<file path="src/common/conv_ctrl_pkg.sv">
// constants, field layout and state codes for the converter control block
// assumes a single 40 MHz core clock and synchronous serial pin samples
package conv_ctrl_pkg;
  // register offsets
  localparam logic [7:0] REG_VOUT_LOW   = 8'h00;
  localparam logic [7:0] REG_VOUT_HIGH  = 8'h01;
  localparam logic [7:0] REG_APPLY      = 8'h02;
  localparam logic [7:0] REG_ILIM       = 8'h03;
  localparam logic [7:0] REG_CTL_ONE    = 8'h04;
  localparam logic [7:0] REG_CTL_TWO    = 8'h05;
  // field widths and positions
  localparam int         VOUT_W         = 11;
  localparam int         VOUT_LOW_W     = 3;
  localparam int         ILIM_W         = 7;
  localparam int         APPLY_GO_BIT   = 0;
  localparam int         APPLY_PGD_BIT  = 1;
  localparam int         CONVERTER_CONTROL_ONE_ON_BIT    = 7;
  localparam int         CONVERTER_CONTROL_ONE_RETRY_BIT = 6;
  localparam int         CONVERTER_CONTROL_ONE_DISCH_BIT = 5;
  localparam int         CONVERTER_CONTROL_ONE_FPWM_BIT  = 4;
  localparam int         CONVERTER_CONTROL_ONE_RATE_LSB  = 2;
  localparam int         CONVERTER_CONTROL_TWO_DROOP_LSB = 6;
  localparam int         CONVERTER_CONTROL_TWO_SS_LSB    = 4;
  localparam logic [7:0] CONVERTER_CONTROL_ONE_MASK      = 8'hFC;
  localparam logic [7:0] CONVERTER_CONTROL_TWO_MASK      = 8'hF0;
  // reset values and droop threshold
  localparam logic [10:0] VOUT_RESET    = 11'h1F4;
  localparam logic [6:0]  ILIM_RESET    = 7'h46;
  localparam logic [7:0]  CONVERTER_CONTROL_ONE_RESET    = 8'hF0;
  localparam logic [7:0]  CONVERTER_CONTROL_TWO_RESET    = 8'h70;
  localparam logic [10:0] DROOP_MIN     = 11'h1F4;
  // bus address per pin band
  localparam logic [6:0]  BUS_ADDR_BAND [4] = '{7'h60, 7'h62, 7'h64, 7'h66};
  // timing
  localparam int          CLK_PERIOD_NS = 25;
  localparam int          RAMP_STEP_NS  = 10000;
  localparam int          PG_DELAY_NS   = 100000;
  localparam logic [8:0]  RAMP_STEP_CYC = 9'(RAMP_STEP_NS / CLK_PERIOD_NS);
  localparam logic [11:0] PG_DELAY_CYC  = 12'(PG_DELAY_NS / CLK_PERIOD_NS);
  // serial slave states
  typedef enum logic [3:0]
  {
    ST_IDLE      = 4'h0,
    ST_ADDR      = 4'h1,
    ST_ADDR_ACK  = 4'h2,
    ST_REG       = 4'h3,
    ST_REG_ACK   = 4'h4,
    ST_WDATA     = 4'h5,
    ST_WDATA_ACK = 4'h6,
    ST_RDATA     = 4'h7,
    ST_RDATA_ACK = 4'h8,
    ST_RDATA_NXT = 4'h9
  } slave_state_t;
endpackage

</file>
<file path="src/hdl/vout_ramp_timer.sv">
// output reference ramp and power-good rise delay
// assumes target and go are held stable by the register bank
`timescale 1ns/100ps
`default_nettype none
module vout_ramp_timer
  import conv_ctrl_pkg::*;
(
  input  wire logic                            clk_i,
  input  wire logic                            reset_i,
  input  wire logic                            ce_i,
  input  wire logic                            go_i,
  input  wire logic [conv_ctrl_pkg::VOUT_W-1:0] target_i,
  input  wire logic                            pg_raw_i,
  input  wire logic                            pg_delay_i,
  output logic      [conv_ctrl_pkg::VOUT_W-1:0] ref_o,
  output logic                                 done_o,
  output logic                                 pg_o
);
  logic [8:0]        tick;
  logic [8:0]        next_tick;
  logic [VOUT_W-1:0] next_ref;
  logic              next_done;
  logic [11:0]       pg_cnt;
  logic [11:0]       next_pg_cnt;
  logic              next_pg;

  always_comb
  begin
    next_tick   = 9'h000;
    next_ref    = ref_o;
    next_done   = 1'b0;
    next_pg_cnt = 12'h000;
    next_pg     = 1'b0;
    if (go_i && ref_o != target_i)
    begin
      // one code step each 10 us gives 1 mV/us
      if (tick == RAMP_STEP_CYC - 9'h001) // [RQ4]
      begin
        next_ref = (ref_o < target_i) ? ref_o + 11'h001 : ref_o - 11'h001; // [RQ5]
      end
      else
      begin
        next_tick = tick + 9'h001;
      end
    end
    else if (go_i && !done_o)
    begin
      next_done = 1'b1; // [RQ5]
    end
    if (pg_raw_i)
    begin
      if (!pg_delay_i || pg_cnt == PG_DELAY_CYC - 12'h001)
      begin
        next_pg     = 1'b1; // [RQ8]
        next_pg_cnt = pg_cnt;
      end
      else
      begin
        next_pg_cnt = pg_cnt + 12'h001; // [RQ8]
        next_pg     = pg_o;
      end
    end
  end

  always_ff @(posedge clk_i)
  begin
    if (reset_i)
    begin
      tick   <= 9'h000;
      ref_o  <= VOUT_RESET; // [RQ3]
      done_o <= 1'b0;
      pg_cnt <= 12'h000;
      pg_o   <= 1'b0;
    end
    else if (ce_i)
    begin
      tick   <= next_tick;
      ref_o  <= next_ref;
      done_o <= next_done;
      pg_cnt <= next_pg_cnt;
      pg_o   <= next_pg;
    end
  end
endmodule // vout_ramp_timer
`default_nettype wire

</file>
<file path="src/hdl/converter_control_registers.sv">
// serial slave and control register bank of the buck-boost converter
// assumes scl/sda samples are synchronous to CORE_CLK_I; address band from comparators
// Operation
// (RQ1) bus address chosen from address pin band
// (RQ2) voltage code is high byte then low bits
// (RQ3) code times 10 mV, reset code 500
// (RQ4) reference ramps at 1 mV per microsecond
// (RQ5) go bit starts ramp, self-clears when done
// (RQ6) host writes voltage before setting go
// (RQ7) discharge path on while go is set
// (RQ8) power-good rise delayed 100 us if selected
// (RQ9) current limit 7 bits, 50 mA steps, reset 70
// (RQ10) host steps limit slowly while limiting
// (RQ11) enable pin low forces off; bit 7 controls
// (RQ12) on/off bit clear keeps registers intact
// (RQ13) bit 6 selects hiccup or latch-off faults
// (RQ14) bit 5 enables shutdown output discharge
// (RQ15) bit 4 selects forced or automatic modulation
// (RQ16) bits 3:2 select switching frequency
// (RQ17) bits 7:6 of second register select droop
// (RQ18) droop applied only at 5 V or above
// (RQ19) bits 5:4 of second register soft-start time
// (RQ20) write is start, address, register, data
// (RQ21) data byte commits at end of LSB
// (RQ22) unused bits read zero, writes ignored
`timescale 1ns/100ps
`default_nettype none
module converter_control_registers
  import conv_ctrl_pkg::*;
(
  input  wire logic                            CORE_CLK_I,
  input  wire logic                            RESET_I,
  input  wire logic                            CE_I,
  input  wire logic                            SCL_I,
  input  wire logic                            SDA_I,
  input  wire logic                            EN_PIN_I,
  input  wire logic [1:0]                      ADDR_BAND_I,
  input  wire logic                            POWER_GOOD_RAW_I,
  output logic                                 SDA_O,
  output logic                                 SDA_OE_O,
  output logic                                 CONVERTER_ON_O,
  output logic                                 FAULT_RETRY_O,
  output logic                                 SHUTDOWN_DISCHARGE_O,
  output logic                                 RAMP_DISCHARGE_O,
  output logic                                 FORCED_PWM_O,
  output logic      [1:0]                      SWITCH_RATE_O,
  output logic      [1:0]                      DROOP_SELECT_O,
  output logic      [1:0]                      SOFT_START_SELECT_O,
  output logic      [conv_ctrl_pkg::ILIM_W-1:0] CURRENT_LIMIT_O,
  output logic      [conv_ctrl_pkg::VOUT_W-1:0] VREF_CODE_O,
  output logic                                 POWER_GOOD_FLAG_O
);
  // serial slave state
  slave_state_t           state;
  slave_state_t           next_state;
  logic [3:0]             cnt;
  logic [3:0]             next_cnt;
  logic [7:0]             shift;
  logic [7:0]             next_shift;
  logic [7:0]             ptr;
  logic [7:0]             next_ptr;
  logic                   rw;
  logic                   next_rw;
  logic                   scl_prev;
  logic                   sda_prev;
  logic [6:0]             bus_addr;
  logic                   wr_stb;
  logic                   start_seen;
  logic                   stop_seen;
  logic                   scl_rise;
  logic                   scl_fall;
  logic                   next_sda_oe;
  // register bank
  logic [VOUT_LOW_W-1:0]  vout_low;
  logic [VOUT_LOW_W-1:0]  next_vout_low;
  logic [7:0]             vout_high;
  logic [7:0]             next_vout_high;
  logic                   go;
  logic                   next_go;
  logic                   pg_delay;
  logic                   next_pg_delay;
  logic [ILIM_W-1:0]      ilim;
  logic [ILIM_W-1:0]      next_ilim;
  logic [7:0]             ctl_one;
  logic [7:0]             next_ctl_one;
  logic [7:0]             ctl_two;
  logic [7:0]             next_ctl_two;
  logic [VOUT_W-1:0]      target;
  logic                   ramp_done;

  function automatic logic [7:0] read_reg(input logic [7:0] a);
    logic [7:0] r;
    r = 8'h00;
    case (a)
      REG_VOUT_LOW:  r = {5'h00, vout_low}; // [RQ22]
      REG_VOUT_HIGH: r = vout_high;
      REG_APPLY:     r = {6'h00, pg_delay, go}; // [RQ5]
      REG_ILIM:      r = {1'b0, ilim}; // [RQ22]
      REG_CTL_ONE:   r = ctl_one & CONVERTER_CONTROL_ONE_MASK;
      REG_CTL_TWO:   r = ctl_two & CONVERTER_CONTROL_TWO_MASK;
      default:       r = 8'h00;
    endcase
    return r;
  endfunction

  assign target     = {vout_high, vout_low}; // [RQ2]
  assign start_seen = scl_prev && SCL_I && sda_prev && !SDA_I;
  assign stop_seen  = scl_prev && SCL_I && !sda_prev && SDA_I;
  assign scl_rise   = !scl_prev && SCL_I;
  assign scl_fall   = scl_prev && !SCL_I;

  // serial slave
  always_comb
  begin
    next_state  = state;
    next_cnt    = cnt;
    next_shift  = shift;
    next_ptr    = ptr;
    next_rw     = rw;
    next_sda_oe = SDA_OE_O;
    wr_stb      = 1'b0;
    if (!EN_PIN_I)
    begin
      next_state  = ST_IDLE; // [RQ11]
      next_sda_oe = 1'b0;
    end
    else if (start_seen)
    begin
      next_state  = ST_ADDR; // [RQ20]
      next_cnt    = 4'h0;
      next_sda_oe = 1'b0;
    end
    else if (stop_seen)
    begin
      next_state  = ST_IDLE;
      next_sda_oe = 1'b0;
    end
    else
    begin
      case (state)
        ST_ADDR, ST_REG, ST_WDATA:
        begin
          if (scl_rise)
          begin
            next_shift = {shift[6:0], SDA_I};
            next_cnt   = cnt + 4'h1;
          end
          else if (scl_fall && cnt == 4'h8)
          begin
            next_sda_oe = 1'b1;
            if (state == ST_ADDR)
            begin
              next_rw    = shift[0];
              next_state = ST_ADDR_ACK;
              if (shift[7:1] != bus_addr) // [RQ1]
              begin
                next_sda_oe = 1'b0;
                next_state  = ST_IDLE;
              end
            end
            else if (state == ST_REG)
            begin
              next_ptr   = shift;
              next_state = ST_REG_ACK;
            end
            else
            begin
              wr_stb     = 1'b1; // [RQ21]
              next_state = ST_WDATA_ACK;
            end
          end
        end
        ST_ADDR_ACK, ST_REG_ACK, ST_WDATA_ACK:
        begin
          if (scl_fall)
          begin
            next_cnt    = 4'h0;
            next_sda_oe = 1'b0;
            next_state  = (state == ST_ADDR_ACK) ? ST_REG : ST_WDATA;
            if (state == ST_WDATA_ACK)
            begin
              next_ptr = ptr + 8'h01;
            end
            if (state == ST_ADDR_ACK && rw)
            begin
              next_shift  = read_reg(ptr);
              next_sda_oe = !next_shift[7];
              next_state  = ST_RDATA;
            end
          end
        end
        ST_RDATA:
        begin
          if (scl_fall)
          begin
            if (cnt == 4'h7)
            begin
              next_sda_oe = 1'b0;
              next_state  = ST_RDATA_ACK;
            end
            else
            begin
              next_cnt    = cnt + 4'h1;
              next_shift  = {shift[6:0], 1'b0};
              next_sda_oe = !shift[6];
            end
          end
        end
        ST_RDATA_ACK:
        begin
          if (scl_rise)
          begin
            next_state = SDA_I ? ST_IDLE : ST_RDATA_NXT;
          end
        end
        ST_RDATA_NXT:
        begin
          if (scl_fall)
          begin
            next_ptr    = ptr + 8'h01;
            next_shift  = read_reg(ptr + 8'h01);
            next_sda_oe = !next_shift[7];
            next_cnt    = 4'h0;
            next_state  = ST_RDATA;
          end
        end
        default:
        begin
          next_state = ST_IDLE;
        end
      endcase
    end
  end

  always_ff @(posedge CORE_CLK_I)
  begin
    if (RESET_I)
    begin
      state    <= ST_IDLE;
      cnt      <= 4'h0;
      shift    <= 8'h00;
      ptr      <= 8'h00;
      rw       <= 1'b0;
      scl_prev <= 1'b1;
      sda_prev <= 1'b1;
      bus_addr <= 7'h00;
      SDA_OE_O <= 1'b0;
      SDA_O    <= 1'b1;
    end
    else if (CE_I)
    begin
      state    <= next_state;
      cnt      <= next_cnt;
      shift    <= next_shift;
      ptr      <= next_ptr;
      rw       <= next_rw;
      scl_prev <= SCL_I;
      sda_prev <= SDA_I;
      bus_addr <= BUS_ADDR_BAND[ADDR_BAND_I]; // [RQ1]
      SDA_OE_O <= next_sda_oe;
      SDA_O    <= !next_sda_oe;
    end
  end

  // register bank
  always_comb
  begin
    next_vout_low  = vout_low;
    next_vout_high = vout_high;
    next_go        = go;
    next_pg_delay  = pg_delay;
    next_ilim      = ilim;
    next_ctl_one   = ctl_one;
    next_ctl_two   = ctl_two;
    if (ramp_done)
    begin
      next_go = 1'b0; // [RQ5]
    end
    if (wr_stb)
    begin
      case (ptr)
        REG_VOUT_LOW:  next_vout_low  = shift[VOUT_LOW_W-1:0]; // [RQ22]
        REG_VOUT_HIGH: next_vout_high = shift;
        REG_APPLY:
        begin
          next_go       = shift[APPLY_GO_BIT]; // [RQ5]
          next_pg_delay = shift[APPLY_PGD_BIT]; // [RQ8]
        end
        REG_ILIM:      next_ilim      = shift[ILIM_W-1:0]; // [RQ9] [RQ22]
        REG_CTL_ONE:   next_ctl_one   = shift & CONVERTER_CONTROL_ONE_MASK;
        REG_CTL_TWO:   next_ctl_two   = shift & CONVERTER_CONTROL_TWO_MASK;
        default:       next_go        = next_go;
      endcase
    end
  end

  always_ff @(posedge CORE_CLK_I)
  begin
    if (RESET_I)
    begin
      vout_low  <= VOUT_RESET[VOUT_LOW_W-1:0]; // [RQ3]
      vout_high <= VOUT_RESET[VOUT_W-1:VOUT_LOW_W];
      go        <= 1'b0;
      pg_delay  <= 1'b0;
      ilim      <= ILIM_RESET; // [RQ9]
      ctl_one   <= CONVERTER_CONTROL_ONE_RESET;
      ctl_two   <= CONVERTER_CONTROL_TWO_RESET;
    end
    else if (CE_I)
    begin
      vout_low  <= next_vout_low;
      vout_high <= next_vout_high;
      go        <= next_go;
      pg_delay  <= next_pg_delay;
      ilim      <= next_ilim;
      ctl_one   <= next_ctl_one; // [RQ12]
      ctl_two   <= next_ctl_two;
    end
  end

  vout_ramp_timer ramp_unit
  (
    .clk_i      (CORE_CLK_I),
    .reset_i    (RESET_I),
    .ce_i       (CE_I),
    .go_i       (go),
    .target_i   (target),
    .pg_raw_i   (POWER_GOOD_RAW_I),
    .pg_delay_i (pg_delay),
    .ref_o      (VREF_CODE_O),
    .done_o     (ramp_done),
    .pg_o       (POWER_GOOD_FLAG_O)
  );

  // converter control outputs
  always_ff @(posedge CORE_CLK_I)
  begin
    if (RESET_I)
    begin
      CONVERTER_ON_O       <= 1'b0;
      FAULT_RETRY_O        <= 1'b1;
      SHUTDOWN_DISCHARGE_O <= 1'b1;
      RAMP_DISCHARGE_O     <= 1'b0;
      FORCED_PWM_O         <= 1'b1;
      SWITCH_RATE_O        <= 2'h0;
      DROOP_SELECT_O       <= 2'h0;
      SOFT_START_SELECT_O  <= 2'h3;
      CURRENT_LIMIT_O      <= ILIM_RESET;
    end
    else if (CE_I)
    begin
      CONVERTER_ON_O       <= EN_PIN_I && ctl_one[CONVERTER_CONTROL_ONE_ON_BIT]; // [RQ11]
      FAULT_RETRY_O        <= ctl_one[CONVERTER_CONTROL_ONE_RETRY_BIT]; // [RQ13]
      SHUTDOWN_DISCHARGE_O <= ctl_one[CONVERTER_CONTROL_ONE_DISCH_BIT]; // [RQ14]
      RAMP_DISCHARGE_O     <= go; // [RQ7]
      FORCED_PWM_O         <= ctl_one[CONVERTER_CONTROL_ONE_FPWM_BIT]; // [RQ15]
      SWITCH_RATE_O        <= ctl_one[CONVERTER_CONTROL_ONE_RATE_LSB +: 2]; // [RQ16]
      DROOP_SELECT_O       <= (target >= DROOP_MIN) ? ctl_two[CONVERTER_CONTROL_TWO_DROOP_LSB +: 2] : 2'h0; // [RQ17] [RQ18]
      SOFT_START_SELECT_O  <= ctl_two[CONVERTER_CONTROL_TWO_SS_LSB +: 2]; // [RQ19]
      CURRENT_LIMIT_O      <= ilim; // [RQ9]
    end
  end
endmodule // converter_control_registers
`default_nettype wire

</file>
<file path="config.mk">
export PLATFORM = sky130hd
export DESIGN_NAME = converter_control_registers
export DESIGN_NICKNAME = d
export VERILOG_FILES = /design/src/common/conv_ctrl_pkg.sv /design/src/hdl/vout_ramp_timer.sv /design/src/hdl/converter_control_registers.sv
export SDC_FILE = /design/constraint.sdc
export NUM_CORES = 1
export LEC_CHECK = 0
export BUFFER_PORTS_ARGS = -buffer_cell sky130_fd_sc_hd__buf_4
export CAP_MARGIN = 40
export CORE_MARGIN = 2
export CORE_UTILIZATION = 57
export CTS_CLUSTER_SIZE = 14
export DETAILED_ROUTE_END_ITERATION = 8
export MAX_ROUTING_LAYER = met4
export PLACE_DENSITY_LB_ADDON = 0.05
export SLEW_MARGIN = 0
export SYNTH_ARGS = -nofsm -noshare
export SYNTH_HDL_FRONTEND = slang
export SYNTH_SLANG_ARGS = --single-unit
</file>
<file path="constraint.sdc">
create_clock -name CORE_CLK_I -period 5.9 [get_ports CORE_CLK_I]
set_clock_uncertainty 0.2 [all_clocks]
set_input_delay 1.18 -clock CORE_CLK_I [delete_from_list [all_inputs] [get_ports CORE_CLK_I]]
set_output_delay 1.18 -clock CORE_CLK_I [all_outputs]
set_load 0.02 [all_outputs]
</file>
==> results.toml <==
[status]
status = "finished clean"

[layout]
n_antenna_cell = 0
drive_gt1_frac = 0.118
nFillCells = 918
layout_common_cells = "dfxtp_1, nand2_1, nor2_1"
area_growth_pct = 13.8
nNetsFinal = 856
layout_commonest_cell = "dfxtp_1"

[power_and_ir_drop]
ir_drop_mv = 0.230
p_per_area_mw_per_mm2 = 256
p_leak_uw = 0.00302
fin_total_pwr_uw = 1920

[drt]
antenna_left = 0
drt_wl_total_mm = 16.8
vias_per_cell = 6.23
wire_per_inst_um = 17.3
vias = 6059
drtIter0Drc = 639
drc = 0
firstDrtPassIters = 6

[yosys]
synth.distinct_cells = 80
ys_seq_elements = 114
synth_area_mm2 = 0.00660
async_flop_share = 0
ys_seq_area_frac = 0.346
synth.area.top_cells = "dfxtp_1, mux2i_1, nand2_1"
synth_ff_type = "dfxtp_1"
yosysTopAreaCellShare = 0.346
synthCells = 799
synth_top_area_cell = "dfxtp_1"
avgSynthCellArea_um2 = 8.26
syn-num-nets = 838
ys.warnings.count = 0
synth_edf_count = 0

[worst_setup_path]
path_class = "reg -> reg"
cp.arrival_ns = 4.54
crit_path_start_kind = "register"
worstPathMaxFanout = 10
cp_data_required_time_ns = 5.99
crit_path_end_kind = "register"

[hold_path]
hp-class = "reg -> reg"

[sta]
final.period_utilization = 0.755
drv_slew = 0
fin_crit_ns = 4.46
rsz0062_at_grt = "no"
setup-tns-final_ns = 0
clock.fmax_ghz = 0.224
hold_viol = 0
worst_slew_pin_slew_ns = 0.798
relSlewSlack = 0.463
setup_viol = 0

[clocking]
clk_path_buf_depth = 2
cts.clk_slew.worst_paths_ns = 0.05
postCtsHoldBufs = 0
clk_latency_ns = 0.42
clock-sinks = 114
cts_root_buffer = "clkbuf_16"
htreeDepth = 4
tritoncts = "done"
cts_resized = 0
post_cts_buffers = 0
numCtsBuffers = 17

[place]
globalplace.congestion = 0.921
io_buffers = 40
dp_hpwl_mm = 11.6

[grt]
grt_remaining_overflow = 0
antenna_found_initial = 0
grt_pass1_vias = 5682
track_usage = 0.284
grt_max_degree = 68
grt_pass1_wl_mm = 28.0

[die]
core-area_mm2 = 0.0114
rows = 39
ioPinCount = 41
fp.dieW_um = 112
die-area_mm2 = 0.0125
die_h_um = 112
start_util = 0.581

[job]
drv_cap = 0
## worst max-delay path, stage by stage, from the launching register on
cell      delay, ns
dfxtp_1        0.38
inv_1          0.06
ha_1           0.29
a21o_1         0.18
a21oi_1        0.12
o21ai_0        0.10
a41oi_1        0.22
a21oi_1        0.16
or2_2          0.41
ha_1           0.37
a21o_1         0.15
a41oi_1        0.14
and3_1         0.21
o31a_1         0.35
nor4b_1        0.18
a221oi_1       0.32
or4b_1         0.46
## synthesized netlist by cell type, drive strengths merged, types with 8 or more instances
library cell  instances
dfxtp               114
nand2               104
nor2                 87
mux2i                52
a21oi                45
inv                  32
ha                   29
clkbuf               28
o21ai                27
nand3                25
a22oi                23
buf                  18
nor3                 18
nand4                14
xnor2                14
or3                  13
o211ai               11
xor2                 10
a31oi                 8
nand2b                8
## metal layers
metal	routed length [µm]	track usage
met1	7610	0.363
met2	7780	0.439
met3	1090	0.0670
met4	340	0.110
met5	0	-
## area by class of cell
cell class | count | area (µm²) | area share
inverter | 32 | 120 | 0.0160
clock inverter | 8 | 100 | 0.0133
tap | 143 | 179 | 0.0238
sequential | 114 | 2280 | 0.304
timing repair buffer | 45 | 342 | 0.0455
multi-input combinational | 607 | 3990 | 0.531
clock buffer | 24 | 502 | 0.0668
## registers in the layout, summed over array words and instances (netlist names), 2 cells and up
register and flops:
DROOP_SELECT_O 2, ramp_unit.ref_o 11, shift 8, bus_addr 3, ctl_one 6, SOFT_START_SELECT_O 2, CURRENT_LIMIT_O 7, ilim 7
cnt 4, ptr 8, state 4, vout_high 8, ramp_unit.pg_cnt 12, ctl_two 4, vout_low 3, ramp_unit.tick 9
SWITCH_RATE_O 2
## path summary, 6_finish.rpt
kind / to / from / depth (start not counted) / slack (ns)
worst max register to register: ramp_unit.ref_o[10] / vout_high[0] / 16 / 1.44
worst min register to register: CONVERTER_ON_O / CONVERTER_ON_O / 2 / 0.26
worst min-delay path: CONVERTER_ON_O / CONVERTER_ON_O / 2 / 0.26
worst max-delay path: ramp_unit.ref_o[10] / vout_high[0] / 16 / 1.44
## cells by family after synthesis
group / share of synthesized area
flip-flops: 0.346
XOR/XNOR: 0.0318
buffers and inverters: 0.0502
multiplexers: 0.0806
adder cells (fa/ha/maj): 0.0580
AND/OR/NAND/NOR: 0.225
AO/OA/AOI/OAI: 0.209
## per-stage QoR
stage	instances	utilization	cell area, µm²	setup slack [ns]	hold slack (ns)
after global routing	973	0.661	7510	1.18	0.274
after detailed placement	941	0.608	6910	1.49	0.254
after global placement	938	0.605	6880	1.63	0.252
after floorplan	799	-	6600	1.80	0.245
final	973	0.661	7510	1.44	0.261
after CTS	973	0.661	7510	1.47	0.262
## power breakdown
group          leakage (µW)  internal (µW)  switching, µW
Clock              0.000284            675            358
Sequential         0.000921            776           6.16
Combinational       0.00181           39.5           65.4
Total               0.00302           1490            430
(Power assumes the default switching activity.)
